--- src/hw/dps_consts.vh ---
// constants for the dual synthesizer digital core
`ifndef DPS_CONSTS_VH
`define DPS_CONSTS_VH

// ****************************************************************
// serial word layout
// ****************************************************************
`define DPS_WORD_BITS      48
`define DPS_TX_RATIO_LSB   0
`define DPS_RX_RATIO_LSB   16
`define DPS_REF_SEL_LSB    32
`define DPS_THR_SEL_LSB    37
`define DPS_HOLD_SEL_BIT   40
`define DPS_DZ_LO_BIT      41
`define DPS_DZ_HI_BIT      42
`define DPS_TX_FL_EN_BIT   43
`define DPS_RX_FL_EN_BIT   44
`define DPS_FL_POLICY_BIT  45
`define DPS_TEST_A_BIT     46
`define DPS_TEST_B_BIT     47

// ****************************************************************
// reference divider codes and ratios
// ****************************************************************
`define DPS_REF_CODE_A     5'h00
`define DPS_REF_CODE_B     5'h1F
`define DPS_REF_CODE_C     5'h07
`define DPS_REF_RATIO_A    12'h800
`define DPS_REF_RATIO_B    12'h6A4
`define DPS_REF_RATIO_C    12'hD48

// ****************************************************************
// timing
// ****************************************************************
`define DPS_CLK_MHZ        125
`define DPS_THR1_NS        150
`define DPS_THR2_NS        300
`define DPS_THR4_NS        1250
`define DPS_THR6_NS        5000
`define DPS_HOLD_SHORT_US  2500
`define DPS_HOLD_LONG_US   5000
`define DPS_DZ_NARROW_CYC  10'h001
`define DPS_DZ_MEDIUM_CYC  10'h002
`define DPS_DZ_WIDE_CYC    10'h004

`endif

--- src/hw/dps_serial_rx.v ---
// three-wire serial receiver that assembles the configuration word
`timescale 1ns/1ps
`default_nettype none
`include "dps_consts.vh"

module dps_serial_rx (
   input  wire        clk,             // system clock
   input  wire        arst_n,          // async reset, active low
   input  wire        serial_in_line,  // serial data pin
   input  wire        serial_shift_strobe, // shift clock pin
   input  wire        serial_enable,   // frame enable pin
   output reg  [47:0] word_q,          // last complete word
   output reg         word_stb_q       // one-cycle pulse on new word
);

   // ****************************************************************
   // pin synchronisers
   // ****************************************************************
   reg  [2:0]  s1_q;
   reg  [2:0]  s2_q;
   reg  [2:1]  s3_q;
   reg  [47:0] shift_q;
   reg  [5:0]  cnt_q;
   wire        strobe_rise;
   wire        enable_fall;

   always @(posedge clk or negedge arst_n) begin
      if (!arst_n) begin
         s1_q <= 3'h0;
         s2_q <= 3'h0;
         s3_q <= 2'h0;
      end else begin
         s1_q <= {serial_enable, serial_shift_strobe, serial_in_line};
         s2_q <= s1_q;
         s3_q <= s2_q[2:1];
      end
   end

   assign strobe_rise = s2_q[1] & ~s3_q[1];
   assign enable_fall = ~s2_q[2] & s3_q[2];

   // ****************************************************************
   // shift and latch
   // ****************************************************************
   // first bit ends up in bit 0; a frame of any other length is dropped
   always @(posedge clk or negedge arst_n) begin
      if (!arst_n) begin
         shift_q    <= 48'h0;
         cnt_q      <= 6'h00;
         word_q     <= 48'h0;
         word_stb_q <= 1'b0;
      end else begin
         word_stb_q <= 1'b0;
         if (enable_fall) begin
            cnt_q <= 6'h00;
            if (cnt_q == 6'h30) begin // RULE_19
               word_q     <= shift_q;
               word_stb_q <= 1'b1;
            end
         end else if (s2_q[2] && strobe_rise) begin
            shift_q <= {s2_q[0], shift_q[47:1]}; // RULE_19
            if (cnt_q != 6'h31)
               cnt_q <= cnt_q + 6'h01;
         end
      end
   end

endmodule
`default_nettype wire

--- src/hw/dps_core.v ---
// dual synthesizer digital core: dividers, phase detectors, unlock and fast-lock control
`timescale 1ns/1ps
`default_nettype none
`include "dps_consts.vh"

// Behaviour
// [RULE_01] reference divided by 2048, 1700 or 3400 chosen by five-bit select code
// [RULE_02] sixteen-bit transmit and receive ratios, bit zero least significant
// [RULE_03] host keeps each ratio between 256 and 65535
// [RULE_04] each oscillator input divided by twice its programmed ratio
// [RULE_05] main pump drives high when divided input leads, low when lagging
// [RULE_06] main pump floats when divided input and reference coincide
// [RULE_07] unlocked loop pulls unlock output low, aux pump copies main pump
// [RULE_08] unlock asserted when phase error exceeds the selected threshold
// [RULE_09] three-bit code selects threshold 0, 0.15, 0.3, 1.25 or 5 us
// [RULE_10] unlock extended 2.5 ms when hold select is 0, 5 ms when 1
// [RULE_11] no extension when threshold code is all zeros
// [RULE_12] two-bit code picks narrow, medium or wide dead band; 00 illegal
// [RULE_13] fast-lock enabled per loop by its enable bit
// [RULE_14] policy bit 1 runs fast-lock always, 0 only while unlocked
// [RULE_15] host writes zero to both factory test bits
// [RULE_16] aux pump active while unlocked, floats once the loop locks
// [RULE_17] host uses small threshold while switching, large one once locked
// [RULE_18] unlock output released when locked and extension expired
// [RULE_19] 48-bit word, transmit ratio bit zero first, captured in that order
// [RULE_20] host holds each serial timing interval over 32 reference periods
// [RULE_21] outputs undefined until the first complete word is programmed
module dps_core #(
   parameter HOLD_SHORT_CYC = `DPS_HOLD_SHORT_US * `DPS_CLK_MHZ, // short unlock extension
   parameter HOLD_LONG_CYC  = `DPS_HOLD_LONG_US * `DPS_CLK_MHZ   // long unlock extension
) (
   input  wire clk,                  // system clock, 125 MHz
   input  wire arst_n,               // async reset, active low
   input  wire ref_osc_in,           // reference oscillator pin
   input  wire tx_lo_in,             // transmit oscillator pin
   input  wire rx_lo_in,             // receive oscillator pin
   input  wire serial_in_line,       // serial data pin
   input  wire serial_shift_strobe,  // serial shift clock pin
   input  wire serial_enable,        // serial frame enable pin
   output wire tx_pump_main_out,     // transmit main pump level
   output wire tx_pump_main_oe,      // transmit main pump drive enable
   output wire rx_pump_main_out,     // receive main pump level
   output wire rx_pump_main_oe,      // receive main pump drive enable
   output wire tx_pump_aux_out,      // transmit aux pump level
   output wire tx_pump_aux_oe,       // transmit aux pump drive enable
   output wire rx_pump_aux_out,      // receive aux pump level
   output wire rx_pump_aux_oe,       // receive aux pump drive enable
   output wire tx_unlock_n,          // transmit unlock open-drain level
   output wire tx_unlock_oe,         // transmit unlock pull-down enable
   output wire rx_unlock_n,          // receive unlock open-drain level
   output wire rx_unlock_oe,         // receive unlock pull-down enable
   output wire tx_fast_lock_on,      // transmit fast-lock switch
   output wire rx_fast_lock_on,      // receive fast-lock switch
   output wire factory_test_bit_a,   // stored test bit a
   output wire factory_test_bit_b,   // stored test bit b
   output wire cfg_loaded            // a complete word has been taken
);

   // ****************************************************************
   // configuration word
   // ****************************************************************
   wire [47:0] rx_word;
   wire        rx_word_stb;
   reg  [47:0] cfg_q;
   reg         cfg_valid_q;

   dps_serial_rx u_serial (
      .clk                 (clk),
      .arst_n              (arst_n),
      .serial_in_line      (serial_in_line),
      .serial_shift_strobe (serial_shift_strobe),
      .serial_enable       (serial_enable),
      .word_q              (rx_word),
      .word_stb_q          (rx_word_stb)
   );

   // outputs stay released until the first full word arrives
   always @(posedge clk or negedge arst_n) begin
      if (!arst_n) begin
         cfg_q       <= 48'h0;
         cfg_valid_q <= 1'b0;
      end else if (rx_word_stb) begin
         cfg_q       <= rx_word;
         cfg_valid_q <= 1'b1; // RULE_21
      end
   end

   wire [15:0] tx_ratio_bits        = cfg_q[`DPS_TX_RATIO_LSB +: 16]; // RULE_02
   wire [15:0] rx_ratio_bits        = cfg_q[`DPS_RX_RATIO_LSB +: 16]; // RULE_02
   wire [4:0]  ref_ratio_sel        = cfg_q[`DPS_REF_SEL_LSB +: 5];
   wire [2:0]  unlock_threshold_sel = cfg_q[`DPS_THR_SEL_LSB +: 3];
   wire        unlock_hold_sel      = cfg_q[`DPS_HOLD_SEL_BIT];
   wire [1:0]  deadband_sel         = {cfg_q[`DPS_DZ_HI_BIT], cfg_q[`DPS_DZ_LO_BIT]};
   wire        fast_lock_policy     = cfg_q[`DPS_FL_POLICY_BIT];
   wire [1:0]  fast_lock_en         = {cfg_q[`DPS_RX_FL_EN_BIT], cfg_q[`DPS_TX_FL_EN_BIT]};

   // ****************************************************************
   // threshold, dead band and extension decode
   // ****************************************************************
   reg [9:0]  thr_cyc;
   reg [9:0]  dz_cyc;
   reg [19:0] hold_len;

   // whole clk cycles, rounded down at 125 MHz
   localparam THR1_CYC = `DPS_THR1_NS * `DPS_CLK_MHZ / 1000;
   localparam THR2_CYC = `DPS_THR2_NS * `DPS_CLK_MHZ / 1000;
   localparam THR4_CYC = `DPS_THR4_NS * `DPS_CLK_MHZ / 1000;
   localparam THR6_CYC = `DPS_THR6_NS * `DPS_CLK_MHZ / 1000;

   always @* begin
      case (unlock_threshold_sel) // RULE_09
         3'h0:    thr_cyc = 10'h000;
         3'h1:    thr_cyc = THR1_CYC[9:0];
         3'h2:    thr_cyc = THR2_CYC[9:0];
         3'h3:    thr_cyc = THR2_CYC[9:0]; // illegal code, treated as 010
         3'h4,
         3'h5:    thr_cyc = THR4_CYC[9:0];
         default: thr_cyc = THR6_CYC[9:0];
      endcase
      case (deadband_sel) // RULE_12
         2'h2:    dz_cyc = `DPS_DZ_MEDIUM_CYC;
         2'h3:    dz_cyc = `DPS_DZ_WIDE_CYC;
         default: dz_cyc = `DPS_DZ_NARROW_CYC; // illegal 00 falls back to narrow
      endcase
      if (unlock_threshold_sel == 3'h0)
         hold_len = 20'h00001; // RULE_11
      else if (unlock_hold_sel)
         hold_len = HOLD_LONG_CYC[19:0]; // RULE_10
      else
         hold_len = HOLD_SHORT_CYC[19:0]; // RULE_10
   end

   // ****************************************************************
   // reference divider
   // ****************************************************************
   reg  [2:0]  ref_sync_q;
   reg  [11:0] ref_cnt_q;
   reg  [11:0] ref_ratio;
   reg         ref_tick_q;
   wire        ref_edge = ref_sync_q[1] & ~ref_sync_q[2];

   always @* begin
      case (ref_ratio_sel) // RULE_01
         `DPS_REF_CODE_B: ref_ratio = `DPS_REF_RATIO_B;
         `DPS_REF_CODE_C: ref_ratio = `DPS_REF_RATIO_C;
         default:         ref_ratio = `DPS_REF_RATIO_A; // unlisted codes use the 2048 ratio
      endcase
   end

   always @(posedge clk or negedge arst_n) begin
      if (!arst_n) begin
         ref_sync_q <= 3'h0;
         ref_cnt_q  <= 12'h000;
         ref_tick_q <= 1'b0;
      end else begin
         ref_sync_q <= {ref_sync_q[1:0], ref_osc_in};
         ref_tick_q <= 1'b0;
         if (ref_edge) begin
            if (ref_cnt_q >= ref_ratio - 12'h001) begin // RULE_01
               ref_cnt_q  <= 12'h000;
               ref_tick_q <= cfg_valid_q;
            end else begin
               ref_cnt_q <= ref_cnt_q + 12'h001;
            end
         end
      end
   end

   // ****************************************************************
   // per-loop divider, phase detector, unlock and fast-lock
   // ****************************************************************
   wire [1:0]  lo_pin = {rx_lo_in, tx_lo_in};
   wire [31:0] ratio_pair = {rx_ratio_bits, tx_ratio_bits};
   reg  [1:0]  main_o_q;
   reg  [1:0]  main_oe_q;
   reg  [1:0]  aux_o_q;
   reg  [1:0]  aux_oe_q;
   reg  [1:0]  unl_oe_q;
   reg  [1:0]  fl_q;

   genvar i;
   generate
      for (i = 0; i < 2; i = i + 1) begin : g_loop
         reg  [2:0]  lo_sync_q;
         reg  [16:0] lo_cnt_q;
         reg         div_tick_q;
         reg         lead_q;
         reg         lag_q;
         reg  [9:0]  err_q;
         reg  [19:0] hold_q;
         reg  [19:0] hold_d;
         wire        lo_edge = lo_sync_q[1] & ~lo_sync_q[2];
         wire [16:0] div_n = {ratio_pair[16*i +: 16], 1'b0};
         wire        pulse = lead_q | lag_q;
         wire        exceed = pulse & (err_q >= thr_cyc);
         wire        drive = pulse & (err_q >= dz_cyc);

         // oscillator divider, ratio is twice the setting
         always @(posedge clk or negedge arst_n) begin
            if (!arst_n) begin
               lo_sync_q  <= 3'h0;
               lo_cnt_q   <= 17'h00000;
               div_tick_q <= 1'b0;
            end else begin
               lo_sync_q  <= {lo_sync_q[1:0], lo_pin[i]};
               div_tick_q <= 1'b0;
               if (lo_edge) begin
                  if (lo_cnt_q >= div_n - 17'h00001) begin // RULE_04
                     lo_cnt_q   <= 17'h00000;
                     div_tick_q <= cfg_valid_q;
                  end else begin
                     lo_cnt_q <= lo_cnt_q + 17'h00001;
                  end
               end
            end
         end

         // tri-state phase-frequency detector; simultaneous edges leave its state unchanged
         always @(posedge clk or negedge arst_n) begin
            if (!arst_n) begin
               lead_q <= 1'b0;
               lag_q  <= 1'b0;
               err_q  <= 10'h000;
            end else begin
               if (div_tick_q && !ref_tick_q) begin
                  if (lag_q)
                     lag_q <= 1'b0;
                  else
                     lead_q <= 1'b1; // RULE_05
               end else if (ref_tick_q && !div_tick_q) begin
                  if (lead_q)
                     lead_q <= 1'b0;
                  else
                     lag_q <= 1'b1; // RULE_05
               end
               if (!pulse)
                  err_q <= 10'h000;
               else if (err_q != 10'h3FF)
                  err_q <= err_q + 10'h001;
            end
         end

         // extension counter reloads every cycle the error is at or over the limit
         always @* begin
            hold_d = hold_q;
            if (exceed)
               hold_d = hold_len; // RULE_08
            else if (hold_q != 20'h00000)
               hold_d = hold_q - 20'h00001;
         end

         always @(posedge clk or negedge arst_n) begin
            if (!arst_n) begin
               hold_q       <= 20'h00000;
               main_o_q[i]  <= 1'b0;
               main_oe_q[i] <= 1'b0;
               aux_o_q[i]   <= 1'b0;
               aux_oe_q[i]  <= 1'b0;
               unl_oe_q[i]  <= 1'b0;
               fl_q[i]      <= 1'b0;
            end else begin
               hold_q       <= hold_d;
               main_o_q[i]  <= lead_q; // RULE_05
               main_oe_q[i] <= drive; // RULE_06
               aux_o_q[i]   <= lead_q; // RULE_07
               aux_oe_q[i]  <= drive & (hold_d != 20'h00000); // RULE_16
               unl_oe_q[i]  <= (hold_d != 20'h00000); // RULE_07 RULE_18
               fl_q[i]      <= cfg_valid_q & fast_lock_en[i] // RULE_13
                               & (fast_lock_policy | (hold_d != 20'h00000)); // RULE_14
            end
         end
      end
   endgenerate

   // ****************************************************************
   // output pins
   // ****************************************************************
   // open-drain level register never leaves zero; only the enable moves
   reg unl_level_q;
   always @(posedge clk or negedge arst_n) begin
      if (!arst_n)
         unl_level_q <= 1'b0;
      else
         unl_level_q <= 1'b0;
   end

   assign tx_pump_main_out   = main_o_q[0];
   assign tx_pump_main_oe    = main_oe_q[0];
   assign rx_pump_main_out   = main_o_q[1];
   assign rx_pump_main_oe    = main_oe_q[1];
   assign tx_pump_aux_out    = aux_o_q[0];
   assign tx_pump_aux_oe     = aux_oe_q[0];
   assign rx_pump_aux_out    = aux_o_q[1];
   assign rx_pump_aux_oe     = aux_oe_q[1];
   assign tx_unlock_n        = unl_level_q;
   assign tx_unlock_oe       = unl_oe_q[0];
   assign rx_unlock_n        = unl_level_q;
   assign rx_unlock_oe       = unl_oe_q[1];
   assign tx_fast_lock_on    = fl_q[0];
   assign rx_fast_lock_on    = fl_q[1];
   assign factory_test_bit_a = cfg_q[`DPS_TEST_A_BIT];
   assign factory_test_bit_b = cfg_q[`DPS_TEST_B_BIT];
   assign cfg_loaded         = cfg_valid_q;

endmodule
`default_nettype wire

--- config.mk ---
export PLATFORM = sky130hd
export DESIGN_NAME = dps_core
export DESIGN_NICKNAME = d
export VERILOG_FILES = /design/src/hw/dps_serial_rx.v /design/src/hw/dps_core.v
export VERILOG_INCLUDE_DIRS = /design/src /design/src/hw
export SDC_FILE = /design/constraint.sdc
export NUM_CORES = 1
export LEC_CHECK = 0
export BUFFER_PORTS_ARGS = -buffer_cell sky130_fd_sc_hd__buf_2
export CELL_PAD_IN_SITES_DETAIL_PLACEMENT = 1
export CELL_PAD_IN_SITES_GLOBAL_PLACEMENT = 1
export CORE_ASPECT_RATIO = 1.5
export CORE_MARGIN = 10
export CORE_UTILIZATION = 35
export DETAILED_ROUTE_END_ITERATION = 10
export HOLD_SLACK_MARGIN = 0.15
export PLACE_DENSITY_LB_ADDON = 0.08
export SYNTH_ARGS = -nofsm -noshare
export SYNTH_HDL_FRONTEND = slang
export SYNTH_SLANG_ARGS = --single-unit
--- constraint.sdc ---
create_clock -name clk -period 5.9 [get_ports clk]
set_clock_uncertainty 0.1 [all_clocks]
set_input_delay 0.59 -clock clk [delete_from_list [all_inputs] [get_ports clk]]
set_output_delay 0.59 -clock clk [all_outputs]
set_load 0.02 [all_outputs]
==> metrics.md <==
| Metric | Value |
|---|---|
| Status | `completed` |
| MaxCap Viol Count | `0` |
| TritonCTS clock tree | `done` |
| DRT iter0 DRCs | `417` |
| Drt via density | `5.18` |
| Leakage | `8.20 nW` |
| Rel. slew slack | `24.9%` |
| Final hold slack | `~250 ps` |
| DIE HEIGHT | `269 um` |
| CP Launch Type | `register` |
| Gate Count Post-Synth | `1,393` |
| GRT Util Overall | `13.9%` |
| Area of the multi-input gates | `~6800 um^2` |
| Synth async-reset ratio | `between 90% and 100%` |
| Vias in the first global route | `between 10,000 and 15,000` |
| Post_cts resized | `0` |
| Clock sinks | `a little under 300` |
| Clk Latency, worst-skew pair | `570 ps` |
| Worst min path class | `register to register` |
| Crit path kind | `register to register` |
| Tightest Pin Transition | `1130 ps` |
| Met2 wire length | `18,600 um` |
| Top layer in use | `met4` |
| CP Data Arrival Time | `4780 ps` |
| Die X | `~190 um` |
| Post-route insts no fill | `1,955` |
| Peak supply drop | `0.219 mV` |
| Register bit total from synthesis | `between 200 and 300` |
| Most common library cell in the layout ignoring fill and taps | `dfrtp_1` |
| DR DRC count | `0` |
| CP Max Fanout | `14` |
| Area Growth Syn to Fin | `12.2%` |
| First-pass DRT Iterations | `4` |
| Final setup violation count | `0` |
| Main synth FF type | `dfrtp_1` |
| TritonCTS Buffers | `31` |
| Fin crit share | `74.9%` |
| Ports | `25` |
| Hold Fails Final Rpt | `0` |
| Post-route ant nets | `0` |
| Required @ worst endpoint | `6260 ps` |
| Post-Route WL | `34,100 um` |
| Detailed-route via count | `10,100` |
| Dpl cells | `around 1,900` |
| IO buf count | `22` |
| Die ar. | `around 50,000 um^2` |
| N_diodes | `0` |
| Synth warnings | `0` |
| Power per Cell Area | `roughly 270 nW/um^2` |
| Mapped Area | `between 10,000 and 15,000 um^2` |
| Post-CTS Setup Repair Bufs | `0` |
| M1 WL | `13,600 um` |
| EDFF count, synth | `0` |
| Root Buffer Master | `clkbuf_16` |
| First-pass GRT wire length | `roughly 58,000 um` |
| Storage element area | `between 7000 and 8000 um^2` |
| Pre-CTS setup slack | `1420 ps` |
| Unrepaired setup endpoints after global routing | `no` |
| Seq/Total Area, Yosys | `approximately half` |
| GR Overflow Total | `0` |
| Most frequent cells in the layout | `dfrtp_1, nand2_1, nor2_1, mux2_2, ha_1` |
| Distinct cell type count after synthesis | `just under 70` |
| Wirelength per Cell | `17.4 um` |
| Worst setup margin | `roughly 1500 ps` |
| Largest net degree at the start of global routing | `124` |
| Clk buf depth | `3` |
| H-tree Lvls | `1` |
| Setup TNS | `0 ps` |
| Final worst path period need | `4420 ps` |
| Clock-pin slew on the worst setup and hold paths | `60 ps` |
| Fmax | `226 MHz` |
| Tot Pwr | `~4.3 mW` |
| GP Congestion | `about 0.79` |
| Fillers | `4,540` |
| Starting density of the core | `about 35%` |
| DP Wirelength | `24,200 um` |
| Max Slew Vio Count | `0` |
| Final #Nets | `1,513` |
| Initial antenna violation count | `0` |
| Routed length on met3 | `between 900 and 1000 um` |
| Crit. End Element | `register` |
| Row cnt | `91` |
| Core area | `41,000 um^2` |
| Layout cells sized above 1 | `13.1%` |
| Avg Cell Area, Syn | `10.4 um^2` |
## worst max-delay path, stage by stage, from the launching register on
cell and delay [ps]:
dfrtp_1 410, nor3_1 310, nand2b_1 160, nor4_1 270, nand2_1 130, or2_2 320
nor4_1 240, xnor2_1 170, ha_1 280, nand4_1 90, nor4_1 60, a211o_1 220
a21o_1 180, a211oi_1 550, a21oi_1 500, and2_1 310
## cell type report
class                   count  share of cell area, %
flip-flops and latches    292                   45.0
multi-input cells        1017                   42.1
clock buffers              48                   5.60
well taps                 511                   3.94
repair buffers             40                   1.76
inverters                  41                  0.947
clock inverters             6                  0.647
## per-layer routing
layer | vias to the layer above | track usage (%)
li1 | 4881 | -
met1 | 5089 | 15.1
met2 | 96 | 26.7
met3 | 57 | 1.86
met4 | 0 | 4.72
met5 | - | 0
## metrics by stage
step	util, %	cell area (um^2)
final	39.6	16200
after global routing	39.6	16200
after CTS	39.6	16200
after detailed placement	37.0	15200
after global placement	37.0	15200
after floorplan	-	14500
## registers in the layout (all words and copies together) (netlist names), 2 cells and up
name,cells
g_loop.err_q,20
g_loop.lo_sync_q,6
u_serial.s2_q,3
ref_sync_q,3
g_loop.lead_q,2
u_serial.s1_q,3
u_serial.s3_q,2
g_loop.lag_q,2
u_serial.shift_q,48
u_serial.word_q,48
g_loop.lo_cnt_q,34
u_serial.cnt_q,6
g_loop.div_tick_q,2
cfg_q,48
g_loop.hold_q,40
ref_cnt_q,12
## worst paths after layout
path                            slack (ps)  cells after the start              endpoint        startpoint
worst max register to register        1480                     15  g_loop[1].div_tick_q         cfg_q[19]
worst max-delay path                  1480                     15  g_loop[1].div_tick_q         cfg_q[19]
worst min register to register         250                      0      u_serial.s2_q[2]  u_serial.s1_q[2]
worst min-delay path                   250                      0      u_serial.s2_q[2]  u_serial.s1_q[2]
min in group asynchronous              500                      2       tx_pump_main_oe            arst_n
max in group asynchronous             3920                      3   u_serial.word_stb_q            arst_n
## Yosys cell counts, drive strengths merged (2+ instances only)
library cell  count  area [um^2]
and4              3         26.3
o22ai             6         37.5
nand2           229          862
o211ai            4         30.0
a2111oi           6         58.8
and2              9         56.3
nand3            30          150
and3b             2         17.5
nand3b            5         37.5
a211oi            9         67.6
and3             13         81.3
nor4             29          224
nor2            125          479
clkbuf           33          124
mux2             90         1010
o31ai             7         52.6
o21ai            36          180
dfrtp           292         7310
inv              41          154
nor3             31          160
nor4b             3         26.3
nor4bb            2         20.0
nor2b            14         87.6
or3              17          108
o2111a            2         22.5
and4b             2         23.8
a21boi            4         30.0
o22a              2         17.5
or4               8         63.8
a31oi            14         87.6
a21o             10         75.1
a211o             6         52.6
xor2             52          455
xnor2            52          463
or2               8         50.1
nor3b             3         22.5
ha               82         1030
buf              11         67.6
o21a             10         75.1
mux2i            10          100
o311a             2         20.0
nand2b           12         75.1
nand4            25          156
a21oi            34          170
## cells by family (layout without fill, tap and decap cells)
kind of cell             after synthesis  count (layout)  synth area share [%]
AND/OR/NAND/NOR                      572             572                  19.0
flip-flops                           292             292                  50.4
AO/OA/AOI/OAI                        157             157                  7.07
XOR/XNOR                             104             104                  6.34
multiplexers                         100             100                  7.69
buffers and inverters                 85             135                  2.38
adder cells (fa/ha/maj)               82              82                  7.08
other                                  1               2                0.0259
## power by group
group | leakage, nW | switching [mW] | internal [mW]
Sequential | 4.01 | 0.0853 | 2.08
Clock | 0.498 | 0.791 | 1.18
Combinational | 3.69 | 0.117 | 0.0902
Total | 8.20 | 0.993 | 3.34
## what timing repair did
action,CTS,global route
hold endpoints to repair,81,0
hold buffers,7,0
endpoints found under the setup margin,0,0
Note: power is estimated with default switching activity, not from simulation.
